**config.mk**
```make
export PLATFORM = sky130hd
export DESIGN_NAME = mgmt_interrupt_power_control
export DESIGN_NICKNAME = d
export VERILOG_FILES = /design/src/core/mgmt_irq_pkg.sv /design/src/core/mgmt_interrupt_power_control.sv /design/src/core/mgmt_event_latch.sv
export SDC_FILE = /design/constraint.sdc
export NUM_CORES = 1
export LEC_CHECK = 0
export BUFFER_PORTS_ARGS = -buffer_cell sky130_fd_sc_hd__buf_4
export CAP_MARGIN = 20
export CORE_ASPECT_RATIO = 1.5
export CORE_MARGIN = 2
export CORE_UTILIZATION = 45
export CTS_BUF_LIST = sky130_fd_sc_hd__clkbuf_4
export DETAILED_ROUTE_END_ITERATION = 12
export GPL_ROUTABILITY_DRIVEN = 0
export PLACE_DENSITY = 0.63
export SETUP_SLACK_MARGIN = 0.02
export SYNTH_ARGS = -nofsm -noshare
export SYNTH_HDL_FRONTEND = slang
export SYNTH_SLANG_ARGS = --single-unit
```
**constraint.sdc**
```tcl
create_clock -name clk -period 5.2 [get_ports clk]
set_input_delay 0.52 -clock clk [delete_from_list [all_inputs] [get_ports clk]]
set_output_delay 0.52 -clock clk [all_outputs]
set_load 0.1 [all_outputs]
```
**src/core/mgmt_irq_pkg.sv**
```systemverilog
// shared constants and carrier types for the management interrupt block
// assumes a 32-bit classic wishbone master and one system clock
package mgmt_irq_pkg;

  // register indices; byte address is four times the index
  localparam logic [7:0] IDX_ROUTING = 8'h70;
  localparam logic [7:0] IDX_TEST = 8'h88;
  localparam logic [7:0] IDX_CONTROL = 8'ha0;
  localparam logic [7:0] IDX_SRC_ENABLE = 8'ha2;
  localparam logic [7:0] IDX_STATUS = 8'hb0;
  localparam logic [7:0] IDX_POWER_CMD = 8'hb1;
  localparam logic [7:0] IDX_SCALE_HIGH = 8'hb2;
  localparam logic [7:0] IDX_SCALE_LOW = 8'hb3;
  localparam logic [7:0] IDX_IDLE_RELOAD = 8'hb4;

  // routing control fields
  localparam int ROUTE_SELECT_BIT = 1;
  localparam int LEGACY_MASK_BIT = 0;

  // control register fields
  localparam int CTL_MUST_ZERO_BIT = 7;
  localparam int CTL_FREEZE_BIT = 3;
  localparam int CTL_SCALE_EN_BIT = 2;
  localparam int CTL_HALT_EN_BIT = 1;
  localparam int CTL_GATE_BIT = 0;

  // source enable / status bit positions
  localparam int SRC_IRQ1 = 0;
  localparam int SRC_IRQ3 = 1;
  localparam int SRC_IRQ4 = 2;
  localparam int SRC_IRQ8 = 3;
  localparam int SRC_IRQ12 = 4;
  localparam int SRC_IDLE_TIMER = 5;
  localparam int SRC_EXTERNAL = 6;
  localparam int SRC_POWER_CMD = 7;
  localparam int NUM_SOURCES = 8;

  // reset values
  localparam logic [7:0] RST_ROUTING = 8'h00;
  localparam logic [7:0] RST_TEST = 8'h00;
  localparam logic [7:0] RST_CONTROL = 8'h08;
  localparam logic [15:0] RST_SRC_ENABLE = 16'h0000;
  localparam logic [7:0] RST_SCALE = 8'h01;
  localparam logic [15:0] RST_IDLE_RELOAD = 16'hffff;

  // wishbone request from the master
  typedef struct packed {
    logic cyc;
    logic stb;
    logic we;
    logic [11:0] adr;
    logic [3:0] sel;
    logic [31:0] dat;
  } wb_req_t;

  // hardware interrupt request lines watched as sources
  typedef struct packed {
    logic irq12;
    logic irq8;
    logic irq4;
    logic irq3;
    logic irq1;
  } hw_irq_t;

endpackage

```
**src/core/mgmt_interrupt_power_control.sv**
```systemverilog
// management interrupt and processor power control with wishbone registers
// assumes inputs synchronous to clk; far side is the host processor
//
// Function
// - route bit picks controller or dedicated pin
// - routed interrupt takes shared local controller input
// - mask holds legacy interrupt output driven inactive
// - freeze bit stops idle timer, set at reset
// - scaling timers set halt high and low
// - power command read asserts halt when enabled
// - halt enable clear keeps halt request high
// - halt enable cleared by zero or command write
// - gate bit lets pending condition drive pin
// - closed gate still records events in status
// - pending event asserts pin once gate opens
// - sources work in normal and idle states
// - bit seven: command writes raise events
// - bit six: external request raises events
// - bit five: idle timer zero raises events
// - bit four: request line twelve raises events
// - bit three: request line eight raises events
// - hardware events reach pin only through gate
// - source enables reset disabled, upper bits reserved
// - bits two to zero: lines four, three, one
`timescale 1ns/10ps
module mgmt_interrupt_power_control #(
  parameter int TIMER_WIDTH = 16
) (
  input wire logic clk,
  input wire logic rst_n,
  input mgmt_irq_pkg::wb_req_t wbReq,
  output logic wbAck,
  output logic [31:0] wbDatOut,
  input wire mgmt_irq_pkg::hw_irq_t hwIrq,
  input wire logic external_mgmt_req_n,
  input wire logic legacyIrqIn,
  output logic legacy_cpu_irq_out,
  output logic mgmt_irq_pin_n,
  output logic advancedLocalIrq,
  output logic clock_halt_req_n
);

  typedef struct packed {
    logic ack;
    logic [31:0] rdata;
    logic route_select;
    logic legacy_irq_mask;
    logic [7:0] test;
    logic idle_timer_freeze;
    logic halt_scaling_enable;
    logic halt_signal_enable;
    logic mgmt_irq_gate;
    logic [7:0] srcEnable;
    logic [7:0] powerCmd;
    logic powerCmdWrite;
    logic [7:0] scaleHigh;
    logic [7:0] scaleLow;
    logic [TIMER_WIDTH-1:0] idleReload;
    logic [TIMER_WIDTH-1:0] idleCount;
    logic idleZero;
    logic haltActive;
    logic haltLowPhase;
    logic [7:0] scaleCount;
    logic pinN;
    logic localIrq;
    logic legacyOut;
    logic haltN;
  } ctrl_state_t;

  ctrl_state_t s_q;
  ctrl_state_t s_d;
  logic [7:0] pending;
  logic [7:0] srcLevel;
  logic [7:0] clearMask;
  logic access;
  logic [7:0] idx;
  logic pendingAny;
  logic [7:0] rdByte0;
  logic [31:0] rdWord;

  // one access per request, answered the next cycle
  assign access = wbReq.cyc & wbReq.stb & ~s_q.ack;
  assign idx = wbReq.adr[9:2];

  // source levels, all active high
  assign srcLevel[mgmt_irq_pkg::SRC_IRQ1] = hwIrq.irq1;
  assign srcLevel[mgmt_irq_pkg::SRC_IRQ3] = hwIrq.irq3;
  assign srcLevel[mgmt_irq_pkg::SRC_IRQ4] = hwIrq.irq4;
  assign srcLevel[mgmt_irq_pkg::SRC_IRQ8] = hwIrq.irq8;
  assign srcLevel[mgmt_irq_pkg::SRC_IRQ12] = hwIrq.irq12;
  assign srcLevel[mgmt_irq_pkg::SRC_IDLE_TIMER] = s_q.idleZero;
  assign srcLevel[mgmt_irq_pkg::SRC_EXTERNAL] = ~external_mgmt_req_n;
  assign srcLevel[mgmt_irq_pkg::SRC_POWER_CMD] = s_q.powerCmdWrite;

  // status clear: write one to clear, low byte lane
  assign clearMask = (access && wbReq.we && wbReq.sel[0]
                      && idx == mgmt_irq_pkg::IDX_STATUS) ? wbReq.dat[7:0] : 8'h00;

  // pending flags, independent of gate and power state
  mgmt_event_latch #(
    .N(mgmt_irq_pkg::NUM_SOURCES)
  ) u_latch (
    .clk(clk),
    .rst_n(rst_n),
    .srcLevel(srcLevel),
    .srcEnable(s_q.srcEnable),
    .clearMask(clearMask),
    .pending(pending)
  );

  assign pendingAny = |pending;

  // control register image
  assign rdByte0 = {1'b0, 3'b000, s_q.idle_timer_freeze, s_q.halt_scaling_enable,
                    s_q.halt_signal_enable, s_q.mgmt_irq_gate};

  // read multiplexer, narrow registers in the low bits
  always_comb
  begin
    rdWord = 32'h0000_0000;
    case (idx)
      mgmt_irq_pkg::IDX_ROUTING:
        rdWord[1:0] = {s_q.route_select, s_q.legacy_irq_mask};
      mgmt_irq_pkg::IDX_TEST:
        rdWord[7:0] = s_q.test;
      mgmt_irq_pkg::IDX_CONTROL:
        rdWord[7:0] = rdByte0;
      mgmt_irq_pkg::IDX_SRC_ENABLE:
        rdWord[7:0] = s_q.srcEnable;
      mgmt_irq_pkg::IDX_STATUS:
        rdWord[7:0] = pending;
      mgmt_irq_pkg::IDX_POWER_CMD:
        rdWord[7:0] = s_q.powerCmd;
      mgmt_irq_pkg::IDX_SCALE_HIGH:
        rdWord[7:0] = s_q.scaleHigh;
      mgmt_irq_pkg::IDX_SCALE_LOW:
        rdWord[7:0] = s_q.scaleLow;
      mgmt_irq_pkg::IDX_IDLE_RELOAD:
        rdWord[TIMER_WIDTH-1:0] = s_q.idleReload;
      default:
        rdWord = 32'h0000_0000;
    endcase
  end

  // next state
  always_comb
  begin
    s_d = s_q;
    s_d.ack = access;
    s_d.powerCmdWrite = 1'b0;
    s_d.idleZero = 1'b0;
    if (access)
      s_d.rdata = wbReq.we ? 32'h0000_0000 : rdWord;

    // register writes, byte lanes honoured
    if (access && wbReq.we)
    begin
      case (idx)
        mgmt_irq_pkg::IDX_ROUTING:
          if (wbReq.sel[0])
          begin
            s_d.route_select = wbReq.dat[mgmt_irq_pkg::ROUTE_SELECT_BIT];
            s_d.legacy_irq_mask = wbReq.dat[mgmt_irq_pkg::LEGACY_MASK_BIT];
          end
        mgmt_irq_pkg::IDX_TEST:
          if (wbReq.sel[0])
            s_d.test = wbReq.dat[7:0];
        mgmt_irq_pkg::IDX_CONTROL:
          if (wbReq.sel[0])
          begin
            // bit seven is reserved and ignored
            s_d.idle_timer_freeze = wbReq.dat[mgmt_irq_pkg::CTL_FREEZE_BIT];
            s_d.halt_scaling_enable = wbReq.dat[mgmt_irq_pkg::CTL_SCALE_EN_BIT];
            s_d.halt_signal_enable = wbReq.dat[mgmt_irq_pkg::CTL_HALT_EN_BIT];
            s_d.mgmt_irq_gate = wbReq.dat[mgmt_irq_pkg::CTL_GATE_BIT];
          end
        mgmt_irq_pkg::IDX_SRC_ENABLE:
          if (wbReq.sel[0])
            s_d.srcEnable = wbReq.dat[7:0];
        mgmt_irq_pkg::IDX_POWER_CMD:
        begin
          if (wbReq.sel[0])
            s_d.powerCmd = wbReq.dat[7:0];
          s_d.powerCmdWrite = 1'b1;
          s_d.halt_signal_enable = 1'b0;
        end
        mgmt_irq_pkg::IDX_SCALE_HIGH:
          if (wbReq.sel[0])
            s_d.scaleHigh = wbReq.dat[7:0];
        mgmt_irq_pkg::IDX_SCALE_LOW:
          if (wbReq.sel[0])
            s_d.scaleLow = wbReq.dat[7:0];
        mgmt_irq_pkg::IDX_IDLE_RELOAD:
        begin
          if (wbReq.sel[0])
            s_d.idleReload[7:0] = wbReq.dat[7:0];
          if (wbReq.sel[1])
            s_d.idleReload[TIMER_WIDTH-1:8] = wbReq.dat[TIMER_WIDTH-1:8];
        end
        default:
          s_d.test = s_q.test;
      endcase
    end

    // idle powerdown timer, pulses when it reaches zero
    if (!s_q.idle_timer_freeze)
    begin
      if (s_q.idleCount == '0)
        s_d.idleCount = s_q.idleReload;
      else
      begin
        s_d.idleCount = s_q.idleCount - 1'b1;
        s_d.idleZero = (s_q.idleCount == TIMER_WIDTH'(1));
      end
    end
    // a reload write also restarts the count, so short periods take effect at once
    if (access && wbReq.we && idx == mgmt_irq_pkg::IDX_IDLE_RELOAD)
      s_d.idleCount = s_d.idleReload;

    // halt request: armed by a command port read
    if (access && !wbReq.we && idx == mgmt_irq_pkg::IDX_POWER_CMD
        && s_q.halt_signal_enable)
    begin
      s_d.haltActive = 1'b1;
      s_d.haltLowPhase = 1'b1;
      s_d.scaleCount = s_q.scaleLow;
    end
    else if (!s_d.halt_signal_enable)
      s_d.haltActive = 1'b0;
    else if (s_q.haltActive && s_q.halt_scaling_enable)
    begin
      if (s_q.scaleCount <= 8'h01)
      begin
        s_d.haltLowPhase = ~s_q.haltLowPhase;
        s_d.scaleCount = s_q.haltLowPhase ? s_q.scaleHigh : s_q.scaleLow;
      end
      else
        s_d.scaleCount = s_q.scaleCount - 8'h01;
    end
    s_d.haltN = ~(s_d.haltActive && (s_d.haltLowPhase || !s_q.halt_scaling_enable));

    // interrupt delivery
    s_d.pinN = ~(pendingAny && s_q.mgmt_irq_gate && !s_q.route_select);
    s_d.localIrq = s_q.route_select ? (pendingAny && s_q.mgmt_irq_gate)
                                    : legacyIrqIn;
    s_d.legacyOut = s_q.legacy_irq_mask ? 1'b0 : legacyIrqIn;
  end

  // state register
  always_ff @(posedge clk or negedge rst_n)
  begin
    if (!rst_n)
    begin
      s_q <= '0;
      s_q.route_select <= mgmt_irq_pkg::RST_ROUTING[mgmt_irq_pkg::ROUTE_SELECT_BIT];
      s_q.legacy_irq_mask <= mgmt_irq_pkg::RST_ROUTING[mgmt_irq_pkg::LEGACY_MASK_BIT];
      s_q.test <= mgmt_irq_pkg::RST_TEST;
      s_q.idle_timer_freeze <= mgmt_irq_pkg::RST_CONTROL[mgmt_irq_pkg::CTL_FREEZE_BIT];
      s_q.halt_scaling_enable <= mgmt_irq_pkg::RST_CONTROL[mgmt_irq_pkg::CTL_SCALE_EN_BIT];
      s_q.halt_signal_enable <= mgmt_irq_pkg::RST_CONTROL[mgmt_irq_pkg::CTL_HALT_EN_BIT];
      s_q.mgmt_irq_gate <= mgmt_irq_pkg::RST_CONTROL[mgmt_irq_pkg::CTL_GATE_BIT];
      s_q.srcEnable <= mgmt_irq_pkg::RST_SRC_ENABLE[7:0];
      s_q.scaleHigh <= mgmt_irq_pkg::RST_SCALE;
      s_q.scaleLow <= mgmt_irq_pkg::RST_SCALE;
      s_q.idleReload <= mgmt_irq_pkg::RST_IDLE_RELOAD[TIMER_WIDTH-1:0];
      s_q.idleCount <= mgmt_irq_pkg::RST_IDLE_RELOAD[TIMER_WIDTH-1:0];
      s_q.pinN <= 1'b1;
      s_q.haltN <= 1'b1;
    end
    else
      s_q <= s_d;
  end

  // outputs straight from flip-flops
  assign wbAck = s_q.ack;
  assign wbDatOut = s_q.rdata;
  assign mgmt_irq_pin_n = s_q.pinN;
  assign advancedLocalIrq = s_q.localIrq;
  assign legacy_cpu_irq_out = s_q.legacyOut;
  assign clock_halt_req_n = s_q.haltN;

endmodule

```
**src/core/mgmt_event_latch.sv**
```systemverilog
// sticky pending flags, one per management source
// assumes source levels are synchronous to clk, active high
`timescale 1ns/10ps
module mgmt_event_latch #(
  parameter int N = 8
) (
  input wire logic clk,
  input wire logic rst_n,
  input wire logic [N-1:0] srcLevel,
  input wire logic [N-1:0] srcEnable,
  input wire logic [N-1:0] clearMask,
  output logic [N-1:0] pending
);

  typedef struct packed {
    logic [N-1:0] prev;
    logic [N-1:0] pend;
  } latch_state_t;

  latch_state_t s_q;
  latch_state_t s_d;
  logic [N-1:0] rise;

  // rising edge of each enabled source sets its flag; set beats clear
  genvar g;
  generate
    for (g = 0; g < N; g++)
    begin : gen_src
      assign rise[g] = srcLevel[g] & ~s_q.prev[g] & srcEnable[g];
    end
  endgenerate

  // next state
  always_comb
  begin
    s_d = s_q;
    s_d.prev = srcLevel;
    s_d.pend = (s_q.pend & ~clearMask) | rise;
  end

  // state register
  always_ff @(posedge clk or negedge rst_n)
  begin
    if (!rst_n)
      s_q <= '0;
    else
      s_q <= s_d;
  end

  assign pending = s_q.pend;

endmodule

```
### Yosys cells after proc, flatten, opt, wreduce, memory -nomap -nowiden

Cells that the tools add are included.

| cells by class | value |
|---|---|
| add/sub/neg operators | 2 |
| order comparisons | 1 |
| equality and inequality tests | 11 |
| multiplexer cells | 33 |
| bitwise operators | 34 |
| reduce and logical (&&, ||, !) cells | 27 |

Operators with widths:

| kind | number |
|---|---|
| two-way mux 8 bit | 13 |
| == test 8 bit, second input constant | 8 |
| two-way mux 16 bit | 4 |
| two-way mux 51 bit | 1 |
| one-hot mux 6 bit (8 select lines) | 1 |
| two-way mux 9 bit | 3 |
| AND reduction 3 bit | 7 |
| AND 1 bit | 18 |
| one-hot mux 2 bit (9 select lines) | 1 |
| two-way mux 17 bit | 1 |
| == test 16 x 1 -> 1 bit, second input constant | 1 |
| logical NOT 16 bit | 1 |
| subtractor 16 x 1 -> 16 bit, second input constant | 1 |
| NOT 1 bit | 13 |
| logical AND 1 bit | 11 |
| two-way mux 10 bit | 1 |
| AND 8 bit | 1 |
| == test 8 x 7 -> 1 bit, second input constant | 1 |
| <= comparator 8 x 1 -> 1 bit, second input constant | 1 |
| NOT 8 bit | 1 |
| OR 8 bit | 1 |
| OR reduction 8 bit | 1 |
| subtractor 8 x 1 -> 8 bit, second input constant | 1 |
| two-way mux 1 bit | 6 |
| 7 further kinds | 10 |

| word-level totals | value |
|---|---|
| flip-flop bits (word level) | 143 |
| input port bits | 60 |
| output and inout port bits | 37 |
| logic and storage cells | 134 |

### Depth between registers and ports, before layout

| depth | value |
|---|---|
| depth after elaboration | 9 |
| depth in mapped cells | 9 |
| depth with buffers taken out | 8 |

### By module

From an unflattened synthesis, not the netlist that was laid out.

| unflattened totals | value |
|---|---|
| cell total of the unflattened synthesis | 655 |
| area, all modules | 6991.7 um2 |

By module, submodules not included:

| module | times used | cells an instance | area an instance (um2) | seq. area each (um2) |
|---|---|---|---|---|
| mgmt_interrupt_power_control | 1 | 607 | 6358.6 | 2824.0 |
| mgmt_event_latch | 1 | 48 | 633.1 | 400.4 |

### Least setup slack after synthesis

Ideal clock, no wire load.

| timing path | value |
|---|---|
| path kind | input -> register |
| start | input port wbReq[41] (netlist name) |
| end | register s_q[56] (netlist name) |
| library setup time | 0.125 ns |
| arrival | 2.377 ns |
| required time | 5.075 ns |
| slack | 2.699 ns |
| stages | 6 |
| buffers on the path | 2 |
| cell sequence | clkbuf_1 -> nor3b_1 -> nor2b_1 -> clkbuf_1 -> nand3_1 -> mux2_2 |

| between the ends | value |
|---|---|
| longest elaborated chain between the ends | 2 |

RTL lines:

| item | RTL line | RTL |
|---|---|---|
| start, declared | mgmt_interrupt_power_control.sv:31 | `input mgmt_irq_pkg::wb_req_t wbReq,` |
| == test 8 bit | mgmt_interrupt_power_control.sv:158 | `case (idx)` |
| AND reduction 3 bit (no source line) | -- |  |
| end, declared | mgmt_interrupt_power_control.sv:70 | `ctrl_state_t s_q;` |

No other way between the ends.
A chain may end at the register's enable or synchronous reset.

### Worst setup path in the final report

| timing path | value |
|---|---|
| start | register s_q[26] (netlist name) |
| end | register s_q[20] (netlist name) |

| between the ends | value |
|---|---|
| longest elaborated chain between the ends | 4 |

RTL lines:

| item | RTL line | RTL |
|---|---|---|
| logical NOT 16 bit | mgmt_interrupt_power_control.sv:208 | `if (s_q.idleCount == '0)` |
| two-way mux 16 bit | mgmt_interrupt_power_control.sv:208 |  |
| two-way mux 17 bit | mgmt_interrupt_power_control.sv:206 | `if (!s_q.idle_timer_freeze)` |
| two-way mux 16 bit | mgmt_interrupt_power_control.sv:217 | `if (access && wbReq.we && idx == mgmt_irq_pkg::IDX_IDLE_RELOAD)` |

No other way between the ends. The select of a mux whose other input is x is not followed.

==> flow_summary.toml <==
[clock_network]
cts_tree = "yes"
cts-root-buf = "clkbuf_4"
htreeDepth = 4
path_clk_slew_ns = 0.13
hold_buffers = 0
clock_path_buffers = 2
tritoncts.num_buffers = 17
cts_setup_buffers = 0
post_cts_resized = 0
clkSinkCount = 127
clk-insertion-delay-late_ns = 0.54

[synth]
synth_top_family_by_area = "simple AND/OR/NAND/NOR gates"
synth.avg_cell_area_um2 = 10.4
synth_top_area_cell = "dfrtp_1"
synth_xor_area_share_pct = 1.67
ys_warn_count = 0
synthSimpleGateAreaFrac_pct = 15.2
ys.flop_type = "dfrtp_1"
synth_fa_ha_area_share_pct = 0.918
seq_area_frac_synth_pct = 47.3
post_synth_num_cell_types = 66
yosys-top-cells-count = "dfrtp_1, nand2_1, mux2_2"
ys_ff_latch = 127
synthArstFlopShare_pct = 100
synth_area_leaders = "dfrtp_1, dfstp_2, mux2_2"
synth_enable_flop_cells = 0
syn-cell-area_um2 = 6820
synth_top_area_share_pct = 33.0
muxShareOfSynthArea_pct = 14.4
synth.most_common_cell = "dfrtp_1"
synth_cells = 657
synth_compound_area_share_pct = 14.3

[global_route]
grt_start_max_net_pins = 87
overflow = 0
antenna_found_initial = 1
grt_pass1_vias = 5448
grt_pass1_wl_um = 28800
grt_use_total_pct = 22.9

[status]
status = "finished, final reports clean"

[sta]
tns_ns = 0
rsz0062_at_grt = "no"
slew_headroom_pct = 28.8
clock_skew_ns = 0.0183
period_minus_slack_ns = 2.80
final-hold-violation-count = 0
fin_ws_ns = 2.40
period_share_pct = 53.8
tightest_slew_ns = 1.06
drv_slew = 0
fmax_mhz = 358
setup-violations-final = 0

[min_path]
holdCritStartpoint = "hwIrq[1]"
hp-class = "in -> reg"

[flow_run]
drv_cap = 0

[detailed_routing]
avgViaCountPerCell = 5.81
drtAntennaViolNets = 0
routed_wl_um = 18000
first_pass_iters = 5
drc_errors = 0
via_count = 5249
drt_iter0_drc = 331
wl_per_cell_um = 19.9

[critical_path]
worstSetupPathType = "reg -> reg"
start_kind = "flop"
worst_ep_arrival_time_ns = 3.25
crit_fanout = 21
r2r-start = "s_q[26]"
cp-end-kind = "flop"
worstPathRequired_ns = 5.65
crit_path_start = "s_q[26]"

[floorplanning]
die_w_um = 104
dieArea_um2 = 16200
ios = 97
start_util_pct = 45.6
fp.dieH_um = 155
core-area_um2 = 14900
rows = 55

[placed_design]
port_buffers = 58
dp.final_hpwl_um = 13100
place_ws_ns = 2.04

[power_and_ir_drop]
power_density_nw_per_um2 = 296
leakagePower_uw = 0.00328
ir_worst_vdd_mv = 0.198

[cells_and_area]
area_growth_syn_to_layout_pct = 9.88
layout-drive-gt1-share_pct = 29.4
fin_nets = 755
==> state kept, by name, indices dropped and copies added, names as in the netlist <==
register            flops
u_latch.pending         8
wbDatOut               16
legacy_cpu_irq_out      1
wbAck                   1
s_q                    86
u_latch.s_q             8
mgmt_irq_pin_n          1
rdByte0                 4
clock_halt_req_n        1
advancedLocalIrq        1
==> final cells by class <==
cell class | count | area [um^2]
Antenna cell | 1 | 2.50
Clock buffer | 17 | 128
Clock inverter | 15 | 98.8
Fill cell | 1406 | 7440
Inverter | 10 | 37.5
Multi-Input combinational cell | 469 | 3240
Sequential cell | 127 | 3220
Tap cell | 199 | 249
Timing Repair Buffer | 65 | 510
==> routing by layer <==
metal / vias to the layer above / share of wire (%) / track usage [%]
met4: 0 / 5.7 / 14.0
met5: - / 0 / 0
li1: 2444 / - / -
met2: 147 / 53 / 41.0
met3: 46 / 3.5 / 4.34
met1: 2612 / 38 / 25.0
==> logic make-up after synthesis <==
kind of cell / count (synthesis)
AND/OR/NAND/NOR: 203
AO/OA/AOI/OAI: 142
adder cells (fa/ha/maj): 5
multiplexers: 90
XOR/XNOR: 13
flip-flops: 127
buffers and inverters: 76
other: 1
==> report_power, final <==
group	internal (uW)	switching (uW)
registers	1090	87.4
clock network	183	392
logic	181	278
==> metrics by stage <==
| step | hold slack (ns) | instance area (um^2) | cells | utilization, % | total power, uW |
|---|---|---|---|---|---|
| global route | 0.0289 | 7490 | 903 | 50.1 | 2330 |
| finish | 0.0887 | 7490 | 903 | 50.1 | 2210 |
| global placement | 0.366 | 7220 | 868 | 48.4 | 1630 |
| detailed placement | 0.375 | 7220 | 868 | 48.4 | 1640 |
| floorplan | 0.224 | 6870 | 672 | - | 1520 |
| CTS | 0.0558 | 7450 | 900 | 49.9 | 2220 |
==> layout by cell type, fill, tap and decap left out, types with 3 or more instances in the layout <==
master	synthesis	final
a211oi_1	3	3
a21oi_1	26	26
a221oi_1	4	4
a222oi_1	3	3
a22o_1	14	14
a22oi_1	13	13
a31oi_1	5	5
a32o_1	4	4
and2_1	3	3
buf_4	32	63
clkbuf_4	0	17
clkinv_2	0	4
clkinvlp_4	0	6
conb_1	1	16
dfrtp_1	90	90
dfstp_2	37	37
ha_1	5	5
inv_1	10	10
mux2_2	66	66
mux2i_1	23	23
nand2_1	77	77
nand3_1	24	24
nand3b_1	5	5
nand4_1	5	5
nor2_1	29	29
nor2b_1	7	7
nor3_1	11	11
nor3b_1	3	3
nor4_1	13	13
o211ai_1	3	3
o21ai_0	36	36
o221ai_1	10	10
o31ai_1	5	5
or3_1	4	4
xnor2_1	8	8
xor2_1	5	5
==> worst max-delay path: stages, from the launching register on <==
cell and delay, ns:
dfstp_2 0.41, or4_4 0.57, or4_4 0.46, or4b_4 0.68, mux2_1 0.36, a21oi_1 0.17
a21oi_1 0.07
==> final timing paths <==
check	cells past startpoint	endpoint	slack, ns
setup / recovery	6	s_q[20]	2.40
hold / removal	1	u_latch.s_q[9]	0.09
setup reg to reg	6	s_q[20]	2.40
hold reg to reg	0	u_latch.s_q[13]	0.40
max in group asynchronous	3	s_q[35]	3.98
min in group asynchronous	2	s_q[93]	0.37
Power figures use the tool's default switching activity.
